**src/logic/csm_otp_store.sv**
```systemverilog
// Shared constants and types, plus the one-time-programmable configuration store
package csm_pkg;
    // Clock rate and derived timing counts
    localparam int CLK_FREQ_MHZ = 100;
    localparam int APPLY_TIME_US = 1000;
    localparam int APPLY_CYCLES = APPLY_TIME_US * CLK_FREQ_MHZ;
    localparam int SWITCH_TIME_NS = 160;
    localparam int SWITCH_CYCLES = (SWITCH_TIME_NS * CLK_FREQ_MHZ + 999) / 1000;
    localparam int APPLY_CNT_W = 17;
    localparam int SWITCH_CNT_W = 8;
    // Register indices; byte address is four times the index
    localparam logic [7:0] IDX_CFG0 = 8'h00;
    localparam logic [7:0] IDX_CFG13 = 8'h13;
    localparam logic [7:0] IDX_STATUS = 8'h20;
    localparam logic [7:0] IDX_OTP_WR = 8'h21;
    localparam logic [7:0] IDX_RELOAD = 8'h22;
    localparam logic [11:0] ADDR_CFG0 = {2'b00, IDX_CFG0, 2'b00};
    localparam logic [11:0] ADDR_CFG13 = {2'b00, IDX_CFG13, 2'b00};
    localparam logic [11:0] ADDR_STATUS = {2'b00, IDX_STATUS, 2'b00};
    localparam logic [11:0] ADDR_OTP_WR = {2'b00, IDX_OTP_WR, 2'b00};
    localparam logic [11:0] ADDR_RELOAD = {2'b00, IDX_RELOAD, 2'b00};
    // Field positions inside configuration bytes
    localparam int DEF_BIT_POS = 7;
    localparam int PRIM_BIT_POS = 1;
    localparam int SM_HI_POS = 7;
    // Field positions of the store-write and reload registers
    localparam int OTP_BANK_LSB = 16;
    localparam int OTP_BANK_MSB = 18;
    localparam int RELOAD_BANK_MSB = 2;
    // Field positions of the status register
    localparam int ST_STRAP_POS = 0;
    localparam int ST_MGMT_POS = 1;
    localparam int ST_BUSY_POS = 2;
    localparam int ST_REFSEL_POS = 3;
    localparam int ST_HOLD_POS = 4;
    localparam int ST_BANK_LSB = 8;
    localparam int ST_BURN_LSB = 16;
    // Store geometry
    localparam int NUM_BANKS = 5;
    localparam logic [2:0] BANK_CFG0 = 3'h0;
    localparam logic [2:0] BANK_DEFAULTS = 3'h4;
    // Reset and factory values
    localparam logic [15:0] CFG_RST = 16'h0000;
    localparam logic [15:0] FACTORY_CFG = 16'h0000;
    localparam logic [31:0] RDATA_ZERO = 32'h0000_0000;

    // One configuration: the two serial-visible register bytes
    typedef struct packed {
        logic [7:0] reg13;
        logic [7:0] reg0;
    } csm_cfg_t;

    // Write request into the store
    typedef struct packed {
        logic valid;
        logic [2:0] bank;
        csm_cfg_t data;
    } csm_otp_wr_t;

    // Sequencer states
    typedef enum logic [3:0] {
        ST_SAMPLE = 4'b0001,
        ST_LOAD = 4'b0010,
        ST_APPLY = 4'b0100,
        ST_READY = 4'b1000
    } csm_state_t;
endpackage

`timescale 1ns/1ps

// Stored configurations, each bank writable once between resets
module csm_otp_store
    import csm_pkg::*;
(
    input wire logic ref_clk,
    input wire logic srst,
    input csm_otp_wr_t wr,
    input wire logic [2:0] rd_bank,
    output csm_cfg_t rd_cfg,
    output logic [NUM_BANKS-1:0] burned,
    output logic wr_refused
);
    // Bank contents
    csm_cfg_t mem [NUM_BANKS];
    // Per-bank write hit
    logic [NUM_BANKS-1:0] hit;

    // One cell per bank; a burned bank is frozen
    genvar gi;
    generate
        for (gi = 0; gi < NUM_BANKS; gi++) begin : g_bank
            assign hit[gi] = wr.valid && (wr.bank == 3'(gi));
            always_ff @(posedge ref_clk) begin
                if (srst) begin
                    mem[gi] <= FACTORY_CFG;
                    burned[gi] <= 1'b0;
                end else if (hit[gi] && !burned[gi]) begin
                    mem[gi] <= wr.data;
                    burned[gi] <= 1'b1;
                end
            end
        end
    endgenerate

    // Out-of-range or already burned bank refuses the write
    assign wr_refused = wr.valid &&
        ((wr.bank >= NUM_BANKS[2:0]) || ((hit & burned) != '0));
    // Unpopulated bank numbers read as zero
    assign rd_cfg = (rd_bank < NUM_BANKS[2:0]) ? mem[rd_bank] : CFG_RST;
endmodule

```
**src/logic/csm_top.sv**
```systemverilog
// Strap sampling, configuration selection and reference input select
`timescale 1ns/1ps

module csm_top
    import csm_pkg::*;
#(
    parameter int APPLY_CYC = APPLY_CYCLES,
    parameter int SWITCH_CYC = SWITCH_CYCLES
)
(
    input wire logic ref_clk,
    input wire logic srst,
    // APB slave
    input wire logic psel,
    input wire logic penable,
    input wire logic pwrite,
    input wire logic [11:0] paddr,
    input wire logic [31:0] pwdata,
    output logic [31:0] prdata,
    output logic pready,
    output logic pslverr,
    // Strap pin, later the reference clock output
    input wire logic strap_ref_out_pin_in,
    output logic strap_ref_out_pin_out,
    output logic strap_ref_out_pin_oe,
    // Reference clock to be sent out on the strap pin
    input wire logic ref_out_src,
    // Shared pin 8: select high or serial data
    input wire logic shared_hi_in,
    output logic shared_hi_out,
    output logic shared_hi_oe,
    // Shared pin 9: select low or serial clock
    input wire logic shared_lo_in,
    // Serial engine asks to pull the data line low
    input wire logic mgmt_sda_pull_low,
    // Serial lines forwarded to the serial engine
    output logic mgmt_enable,
    output logic mgmt_sda,
    output logic mgmt_scl,
    // Manual reference select pin
    input wire logic ref_input_select_pin,
    // Chosen reference and break-before-make hold
    output logic ref_sel_diff,
    output logic ref_mux_hold,
    // Active configuration and load busy
    output csm_cfg_t active_cfg,
    output logic cfg_busy
);
    // Sequencer state
    csm_state_t state_reg, state_next;
    // Strap capture
    logic strap_reg;
    logic strap_valid_reg;
    // Selected bank and its latched select pins
    logic [2:0] bank_reg, bank_next;
    logic [1:0] sel_seen_reg;
    // Active configuration
    csm_cfg_t cfg_reg;
    // Apply timer
    logic [APPLY_CNT_W-1:0] apply_cnt_reg;
    // Reference switch
    logic ref_sel_reg;
    logic hold_reg;
    logic [SWITCH_CNT_W-1:0] sw_cnt_reg;
    // APB answer
    logic pready_reg;
    logic pslverr_reg;
    logic [31:0] prdata_reg;
    // Pin drive registers
    logic pin_out_reg;
    logic hi_oe_reg;
    logic mgmt_en_reg;
    logic sda_reg;
    logic scl_reg;
    // Store interface
    csm_otp_wr_t otp_wr;
    csm_cfg_t otp_rd;
    logic [NUM_BANKS-1:0] otp_burned;
    logic otp_refused;

    // Mode flags from the held strap
    wire mgmt_mode = strap_valid_reg && !strap_reg;
    wire hw_mode = strap_valid_reg && strap_reg;
    // Select pins as a bank number; floating pins arrive as low
    wire [1:0] sel_pins = {shared_hi_in, shared_lo_in};
    // Serial defaults apply only with the default bit set and strap low
    wire def_bit = otp_rd.reg0[DEF_BIT_POS];

    // APB phase decode
    wire apb_setup_ok = psel && penable && !pready_reg;
    wire apb_done = psel && penable && pready_reg;
    wire apb_wr = apb_done && pwrite;
    wire hit_cfg0 = (paddr == ADDR_CFG0);
    wire hit_cfg13 = (paddr == ADDR_CFG13);
    wire hit_status = (paddr == ADDR_STATUS);
    wire hit_otp = (paddr == ADDR_OTP_WR);
    wire hit_reload = (paddr == ADDR_RELOAD);
    wire hit_any = hit_cfg0 || hit_cfg13 || hit_status || hit_otp ||
        hit_reload;
    // Configuration writes and reloads are accepted only once loaded and in serial mode; store writes are not gated
    wire prog_ok = (state_reg == ST_READY) && mgmt_mode;
    wire cfg_wr_ok = prog_ok && (hit_cfg0 || hit_cfg13);
    wire reload_ok = prog_ok && hit_reload;
    wire otp_bank_ok = pwdata[OTP_BANK_MSB:OTP_BANK_LSB] < NUM_BANKS[2:0];
    // Error answer decided at the wait cycle
    wire err_wr = pwrite && ((hit_cfg0 || hit_cfg13) && !prog_ok ||
        hit_reload && !prog_ok || hit_status ||
        hit_otp && (!otp_bank_ok ||
        otp_burned[pwdata[OTP_BANK_MSB:OTP_BANK_LSB]]));
    wire err_rd = !pwrite && (hit_otp || hit_reload);
    wire apb_err = !hit_any || err_wr || err_rd;
    // Write strobes at the completing edge
    wire wr_cfg0 = apb_wr && hit_cfg0 && cfg_wr_ok;
    wire wr_cfg13 = apb_wr && hit_cfg13 && cfg_wr_ok;
    wire wr_reload = apb_wr && reload_ok;

    // Read data mux
    wire [31:0] status_word = {
        {(16 - NUM_BANKS){1'b0}}, otp_burned,
        5'h00, bank_reg,
        3'h0, hold_reg, ref_sel_reg, cfg_busy, mgmt_mode, strap_reg};
    wire [31:0] rd_mux = hit_cfg0 ? {24'h00_0000, cfg_reg.reg0} :
        hit_cfg13 ? {24'h00_0000, cfg_reg.reg13} :
        hit_status ? status_word : RDATA_ZERO;

    // Store write request from the store-write register
    assign otp_wr.valid = apb_wr && hit_otp;
    assign otp_wr.bank = pwdata[OTP_BANK_MSB:OTP_BANK_LSB];
    assign otp_wr.data = pwdata[15:0];

    // Store instance; read port follows the held bank, so no loop
    csm_otp_store u_store (
        .ref_clk(ref_clk),
        .srst(srst),
        .wr(otp_wr),
        .rd_bank(bank_reg),
        .rd_cfg(otp_rd),
        .burned(otp_burned),
        .wr_refused(otp_refused)
    );

    // Live select pins differ from the loaded ones
    wire sel_moved = hw_mode && (sel_pins != sel_seen_reg) &&
        !cfg_reg.reg0[DEF_BIT_POS];
    // Apply timer expiry
    wire apply_done = (apply_cnt_reg == '0);

    // Next state and bank choice
    always_comb begin
        state_next = state_reg;
        bank_next = bank_reg;
        case (state_reg)
            // First edge after reset: strap is caught this cycle
            ST_SAMPLE: begin
                state_next = ST_LOAD;
                bank_next = strap_ref_out_pin_in ? {1'b0, sel_pins} :
                    BANK_CFG0;
            end
            // Copy one bank; serial defaults take one more load cycle
            ST_LOAD: begin
                state_next = ST_APPLY;
                if (mgmt_mode && bank_reg == BANK_CFG0 && def_bit &&
                        !sel_seen_reg[0]) begin
                    state_next = ST_LOAD;
                    bank_next = BANK_DEFAULTS;
                end
            end
            // Let the new configuration settle
            ST_APPLY: begin
                if (apply_done) begin
                    state_next = ST_READY;
                end
            end
            // Watch for pin changes or serial reload requests
            ST_READY: begin
                if (sel_moved) begin
                    state_next = ST_LOAD;
                    bank_next = {1'b0, sel_pins};
                end else if (wr_reload) begin
                    state_next = ST_LOAD;
                    bank_next = pwdata[RELOAD_BANK_MSB:0];
                end
            end
            default: begin
                state_next = ST_SAMPLE;
                bank_next = BANK_CFG0;
            end
        endcase
    end

    // Sequencer registers
    always_ff @(posedge ref_clk) begin
        if (srst) begin
            state_reg <= ST_SAMPLE;
            bank_reg <= BANK_CFG0;
        end else begin
            state_reg <= state_next;
            bank_reg <= bank_next;
        end
    end

    // Strap capture: once, at the first edge after release
    always_ff @(posedge ref_clk) begin
        if (srst) begin
            strap_reg <= 1'b0;
            strap_valid_reg <= 1'b0;
        end else if (state_reg == ST_SAMPLE && !strap_valid_reg) begin
            strap_reg <= strap_ref_out_pin_in;
            strap_valid_reg <= 1'b1;
        end
    end

    // Remember the pins that chose the current bank
    always_ff @(posedge ref_clk) begin
        if (srst) begin
            sel_seen_reg <= 2'b00;
        end else if (state_reg == ST_SAMPLE) begin
            sel_seen_reg <= strap_ref_out_pin_in ? sel_pins : 2'b00;
        end else if (state_reg == ST_READY && sel_moved) begin
            sel_seen_reg <= sel_pins;
        end
    end

    // Active configuration: loaded from the store or written serially
    always_ff @(posedge ref_clk) begin
        if (srst) begin
            cfg_reg <= CFG_RST;
        end else if (state_reg == ST_LOAD) begin
            cfg_reg <= otp_rd;
        end else if (wr_cfg0) begin
            cfg_reg.reg0 <= pwdata[7:0];
        end else if (wr_cfg13) begin
            cfg_reg.reg13 <= pwdata[7:0];
        end
    end

    // Apply timer: reloaded on every load, counts down while applying
    always_ff @(posedge ref_clk) begin
        if (srst) begin
            apply_cnt_reg <= '0;
        end else if (state_reg == ST_LOAD) begin
            apply_cnt_reg <= APPLY_CNT_W'(APPLY_CYC - 1);
        end else if (state_reg == ST_APPLY && !apply_done) begin
            apply_cnt_reg <= apply_cnt_reg - 1'b1;
        end
    end

    // Reference target: polarity bit xor pin, manual mode only
    wire manual_mode = !cfg_reg.reg13[SM_HI_POS];
    wire ref_target = cfg_reg.reg13[PRIM_BIT_POS] ^
        ref_input_select_pin;
    wire ref_want = manual_mode && (ref_target != ref_sel_reg) &&
        (state_reg == ST_READY);
    wire sw_done = (sw_cnt_reg == '0);

    // Break-before-make switch: hold the mux, then flip and release at the same edge
    always_ff @(posedge ref_clk) begin
        if (srst) begin
            ref_sel_reg <= 1'b0;
            hold_reg <= 1'b0;
            sw_cnt_reg <= '0;
        end else if (!hold_reg) begin
            if (ref_want) begin
                hold_reg <= 1'b1;
                sw_cnt_reg <= SWITCH_CNT_W'(SWITCH_CYC - 1);
            end
        end else if (!sw_done) begin
            sw_cnt_reg <= sw_cnt_reg - 1'b1;
        end else begin
            // Flip only if the target still differs at the end
            if (ref_want) begin
                ref_sel_reg <= ref_target;
            end
            hold_reg <= 1'b0;
        end
    end

    // APB answer: one wait cycle, data and error with pready
    always_ff @(posedge ref_clk) begin
        if (srst) begin
            pready_reg <= 1'b0;
            pslverr_reg <= 1'b0;
            prdata_reg <= RDATA_ZERO;
        end else if (apb_setup_ok) begin
            pready_reg <= 1'b1;
            pslverr_reg <= apb_err;
            prdata_reg <= apb_err ? RDATA_ZERO : rd_mux;
        end else begin
            pready_reg <= 1'b0;
            pslverr_reg <= 1'b0;
            prdata_reg <= RDATA_ZERO;
        end
    end

    // Pin roles: strap pin turns to output, shared pins follow the mode
    always_ff @(posedge ref_clk) begin
        if (srst) begin
            pin_out_reg <= 1'b0;
            hi_oe_reg <= 1'b0;
            mgmt_en_reg <= 1'b0;
            sda_reg <= 1'b1;
            scl_reg <= 1'b1;
        end else begin
            pin_out_reg <= strap_valid_reg && ref_out_src;
            hi_oe_reg <= mgmt_mode && mgmt_sda_pull_low;
            mgmt_en_reg <= mgmt_mode;
            sda_reg <= mgmt_mode ? shared_hi_in : 1'b1;
            scl_reg <= mgmt_mode ? shared_lo_in : 1'b1;
        end
    end

    // Output enable of the strap pin rises once the strap is held
    logic pin_oe_reg;
    always_ff @(posedge ref_clk) begin
        if (srst) begin
            pin_oe_reg <= 1'b0;
        end else begin
            pin_oe_reg <= strap_valid_reg;
        end
    end

    // Busy flag as a register
    logic busy_reg;
    always_ff @(posedge ref_clk) begin
        if (srst) begin
            busy_reg <= 1'b1;
        end else begin
            busy_reg <= (state_next != ST_READY);
        end
    end

    // Outputs straight from registers, except shared_hi_out tied low
    assign prdata = prdata_reg;
    assign pready = pready_reg;
    assign pslverr = pslverr_reg;
    assign strap_ref_out_pin_out = pin_out_reg;
    assign strap_ref_out_pin_oe = pin_oe_reg;
    assign shared_hi_out = 1'b0;
    assign shared_hi_oe = hi_oe_reg;
    assign mgmt_enable = mgmt_en_reg;
    assign mgmt_sda = sda_reg;
    assign mgmt_scl = scl_reg;
    assign ref_sel_diff = ref_sel_reg;
    assign ref_mux_hold = hold_reg;
    assign active_cfg = cfg_reg;
    assign cfg_busy = busy_reg;
endmodule

```
**config.mk**
```make
export PLATFORM = sky130hd
export DESIGN_NAME = csm_top
export DESIGN_NICKNAME = d
export VERILOG_FILES = /design/src/logic/csm_otp_store.sv /design/src/logic/csm_top.sv
export SDC_FILE = /design/constraint.sdc
export NUM_CORES = 1
export LEC_CHECK = 0
export BUFFER_PORTS_ARGS = -buffer_cell sky130_fd_sc_hd__buf_4
export CORE_MARGIN = 2
export CORE_UTILIZATION = 35
export CTS_BUF_LIST = sky130_fd_sc_hd__clkbuf_4 sky130_fd_sc_hd__clkbuf_8
export CTS_CLUSTER_SIZE = 25
export DETAILED_ROUTE_END_ITERATION = 10
export SLEW_MARGIN = 25
export SYNTH_ARGS = -nofsm -noshare
export SYNTH_HDL_FRONTEND = slang
export SYNTH_SLANG_ARGS = --single-unit
```
**constraint.sdc**
```tcl
create_clock -name ref_clk -period 6.2 [get_ports ref_clk]
set_input_delay 1.24 -clock ref_clk [delete_from_list [all_inputs] [get_ports ref_clk]]
set_output_delay 1.24 -clock ref_clk [all_outputs]
set_load 0.05 [all_outputs]
```
==> impl_metrics.ini <==
[yosys]
syn_area_um2 = 7570
avgSynthCellArea_um2 = 11.3
synth_edf_count = 80
netlist_instances = 670
async_reset_ff_frac = 0
yosys_warnings = 0
ys.flop_type = dfxtp_1
synth_seq_cells = 167
ys_seq_area_frac = 0.547
yosysUniqueCellTypes = 64

[sta]
finClkSkew_ns = 0.0136
final_hold_viol_count = 0
post-route-period-util = 0.558
slew_viol_final = 0
max_slew_margin = 0.323
worst_slew_pin_slew_ns = 1.01
setup-tns-final_ns = 0
rsz0062_at_grt = no
fmax_ghz = 0.289
period_minus_slack_ns = 3.46
setup_violations = 0
hold_slack_ns = 0.481

[clock_network]
post_cts_resized = 0
cts_buffers = 17
clk_latency_ns = 0.46
cts.sinks = 167
path_clk_slew_ns = 0.09
cts_tree = yes
cts_buffer_depth = 2
cts_root_buffer = clkbuf_8
postCtsSetupBuffers = 0
cts_hold_buf = 0
h-tree-depth = 4

[hold_path]
min_path_cells = 2
hp-class = flip-flop to flip-flop

[placed_design]
gp_congestion = 0.798
port_buffers = 84
dp_hpwl_um = 11900

[run_status]
status = finished clean

[finish]
drive_above_1_share = 0.205
fin_nets = 802
final_util = 0.414
antenna_cells = 0
area_growth_pct = 15.6
fill_cells = 2027
largest_reg_flops = 80

[global_routing]
overflow = 0
track_usage = 0.158
grt_max_degree = 43
antenna_found_initial = 0
grt_pass1_wl_um = 27500
grt_pass1_vias = 5051

[setup_path]
crit_path_end_kind = flip-flop
cp_num_cells = 7
crit_type = input port to flip-flop
crit_buf_inv = 1
cp_max_fo = 16
crit_top_cell = nand2_1
path_cells = buf_4 > nor4_4 > nand4b_2 > or4b_4 > nor3_1 > nand2_1 > nand2_1
required_ns = 6.28
worstSetupStartpointType = input port
critPathTopFamily = simple AND/OR/NAND/NOR gates
slowest_delay_ns = 0.63
critPathSlowestCell = nand2_1
reg2reg_depth = 5
cp.arrival_ns = 3.54

[pwr]
irDropWorstVdd_v = 0.000116
p_leak_nw = 3.25
seqPwrFrac = 0.507
internal-power_w = 0.00175
power.density_nw_per_um2 = 290
power.share.clock = 0.314
p_comb_frac = 0.179
p_sw_frac = 0.311
power.switching_w = 0.000789

[routing]
wl_um = 17300
routedWlPerCell_um = 16.7
drt_iter0_drc = 352
drc = 0
ant_nets = 0
drt-pass1-iter-count = 5
num_vias = 5111
viasPerCell = 4.95

[flow_run]
maxCapViolCount = 0

[floorplanning]
die_h_um = 151
dieArea_um2 = 22800
start_util = 0.358
fp-row-count = 53
fp.dieW_um = 151
core_um2 = 21200
io_pins = 115
==> power by group through the flow <==
stage	clock network [W]	registers [W]	logic [W]
final	0.000798	0.00129	0.000454
after global routing	0.000862	0.00130	0.000494
after CTS	0.000816	0.00129	0.000456
after detailed placement	0	0.00131	0.000455
after global placement	0	0.00131	0.000452
after floorplan	0	0.00136	0.000270
==> per-layer routing <==
layer,vias to the layer above,routed length (um),track usage
met1,2460,7820,0.204
met4,0,170,0.0416
li1,2530,-,-
met2,106,8600,0.269
met3,15,678,0.0355
met5,-,0,0
==> cells in the final DEF (no fill, tap or decap), types with 17 or more instances in the layout <==
cell      netlist  layout
buf_4          17      86
nand2_1        25      25
and2_1         90      90
dfxtp_1        87      87
nor2_1         73      73
a21oi_1        34      34
edfxtp_1       80      80
clkbuf_8        0      17
nor3_1         23      23
mux2i_1        19      19
o21ai_0        20      20
conb_1          1      17
==> cell usage after synthesis (3+ instances only) <==
cell,instances,area share
a21o_1,3,0.0030
buf_2,6,0.0040
o21ai_0,20,0.013
nor2_1,73,0.036
nand2b_1,4,0.0033
a211oi_1,11,0.011
nor4b_1,4,0.0046
nand3_1,4,0.0026
mux2i_1,19,0.025
edfxtp_1,80,0.32
ha_1,3,0.0050
a222oi_1,5,0.0066
a21oi_1,34,0.022
buf_6,4,0.0059
xnor2_1,13,0.015
mux2_2,4,0.0059
xor2_1,9,0.010
nand2_1,25,0.012
buf_1,3,0.0015
inv_1,14,0.0069
a22oi_1,8,0.0079
nor3_4,4,0.0086
dfxtp_1,87,0.23
clkbuf_1,17,0.0084
nor3_1,23,0.015
buf_4,17,0.017
o31ai_1,3,0.0030
nor4_1,7,0.0058
and2_1,90,0.074
mux4_2,15,0.045
or4_1,9,0.0089
nor2b_1,9,0.0074
==> area by class of cell <==
class	instances	area, um^2	area share
multi-input combinational	457	3160	0.361
tap	275	344	0.0393
timing repair buffer	86	646	0.0738
clock buffer	17	234	0.0267
inverter	15	56.3	0.00643
sequential	167	4140	0.473
clock inverter	15	170	0.0194
==> metrics by stage <==
stage / cells / power [W] / setup WS (ns) / area [um^2]
5_1_grt: 1032 / 0.00265 / 2.56 / 8750
2_1_floorplan: 686 / 0.00163 / 2.85 / 7630
6_report: 1032 / 0.00254 / 2.74 / 8750
3_3_place_gp: 1000 / 0.00176 / 2.26 / 8350
4_1_cts: 1032 / 0.00256 / 2.73 / 8750
3_5_place_dp: 1000 / 0.00177 / 2.23 / 8350
==> worst min-delay path, stage by stage, from the launching register on <==
cell	delay, ns
dfxtp_1	0.32
o41ai_1	0.06
a21oi_1	0.06
==> logic make-up (layout without fill, tap and decap cells) <==
family                     after synthesis  in the layout  synth area share
AOI/OAI and AO/OA                       98             98            0.0831
xor gates and xnor gates                23             23            0.0284
adders and majority gates                4              4           0.00628
buffers and inverters                   62            133            0.0441
DFF                                    167            167             0.547
muxes                                   38             38            0.0757
other                                    1             17          0.000495
and+or+nand+nor                        277            277             0.214
==> final timing paths <==
| kind | slack, ns | end | from |
|---|---|---|---|
| min reg2reg | 0.48 | apply_cnt_reg[8]$_SDFFE_PP0P_ | apply_cnt_reg[8]$_SDFFE_PP0P_ |
| max | 2.74 | u_store.mem[0][7]$_SDFFCE_PN0P_ | paddr[1] |
| max reg2reg | 3.59 | u_store.mem[0][7]$_SDFFCE_PN0P_ | pready$_SDFF_PP0_ |
| min | 0.48 | apply_cnt_reg[8]$_SDFFE_PP0P_ | apply_cnt_reg[8]$_SDFFE_PP0P_ |
Power figures use the tool's default switching activity.
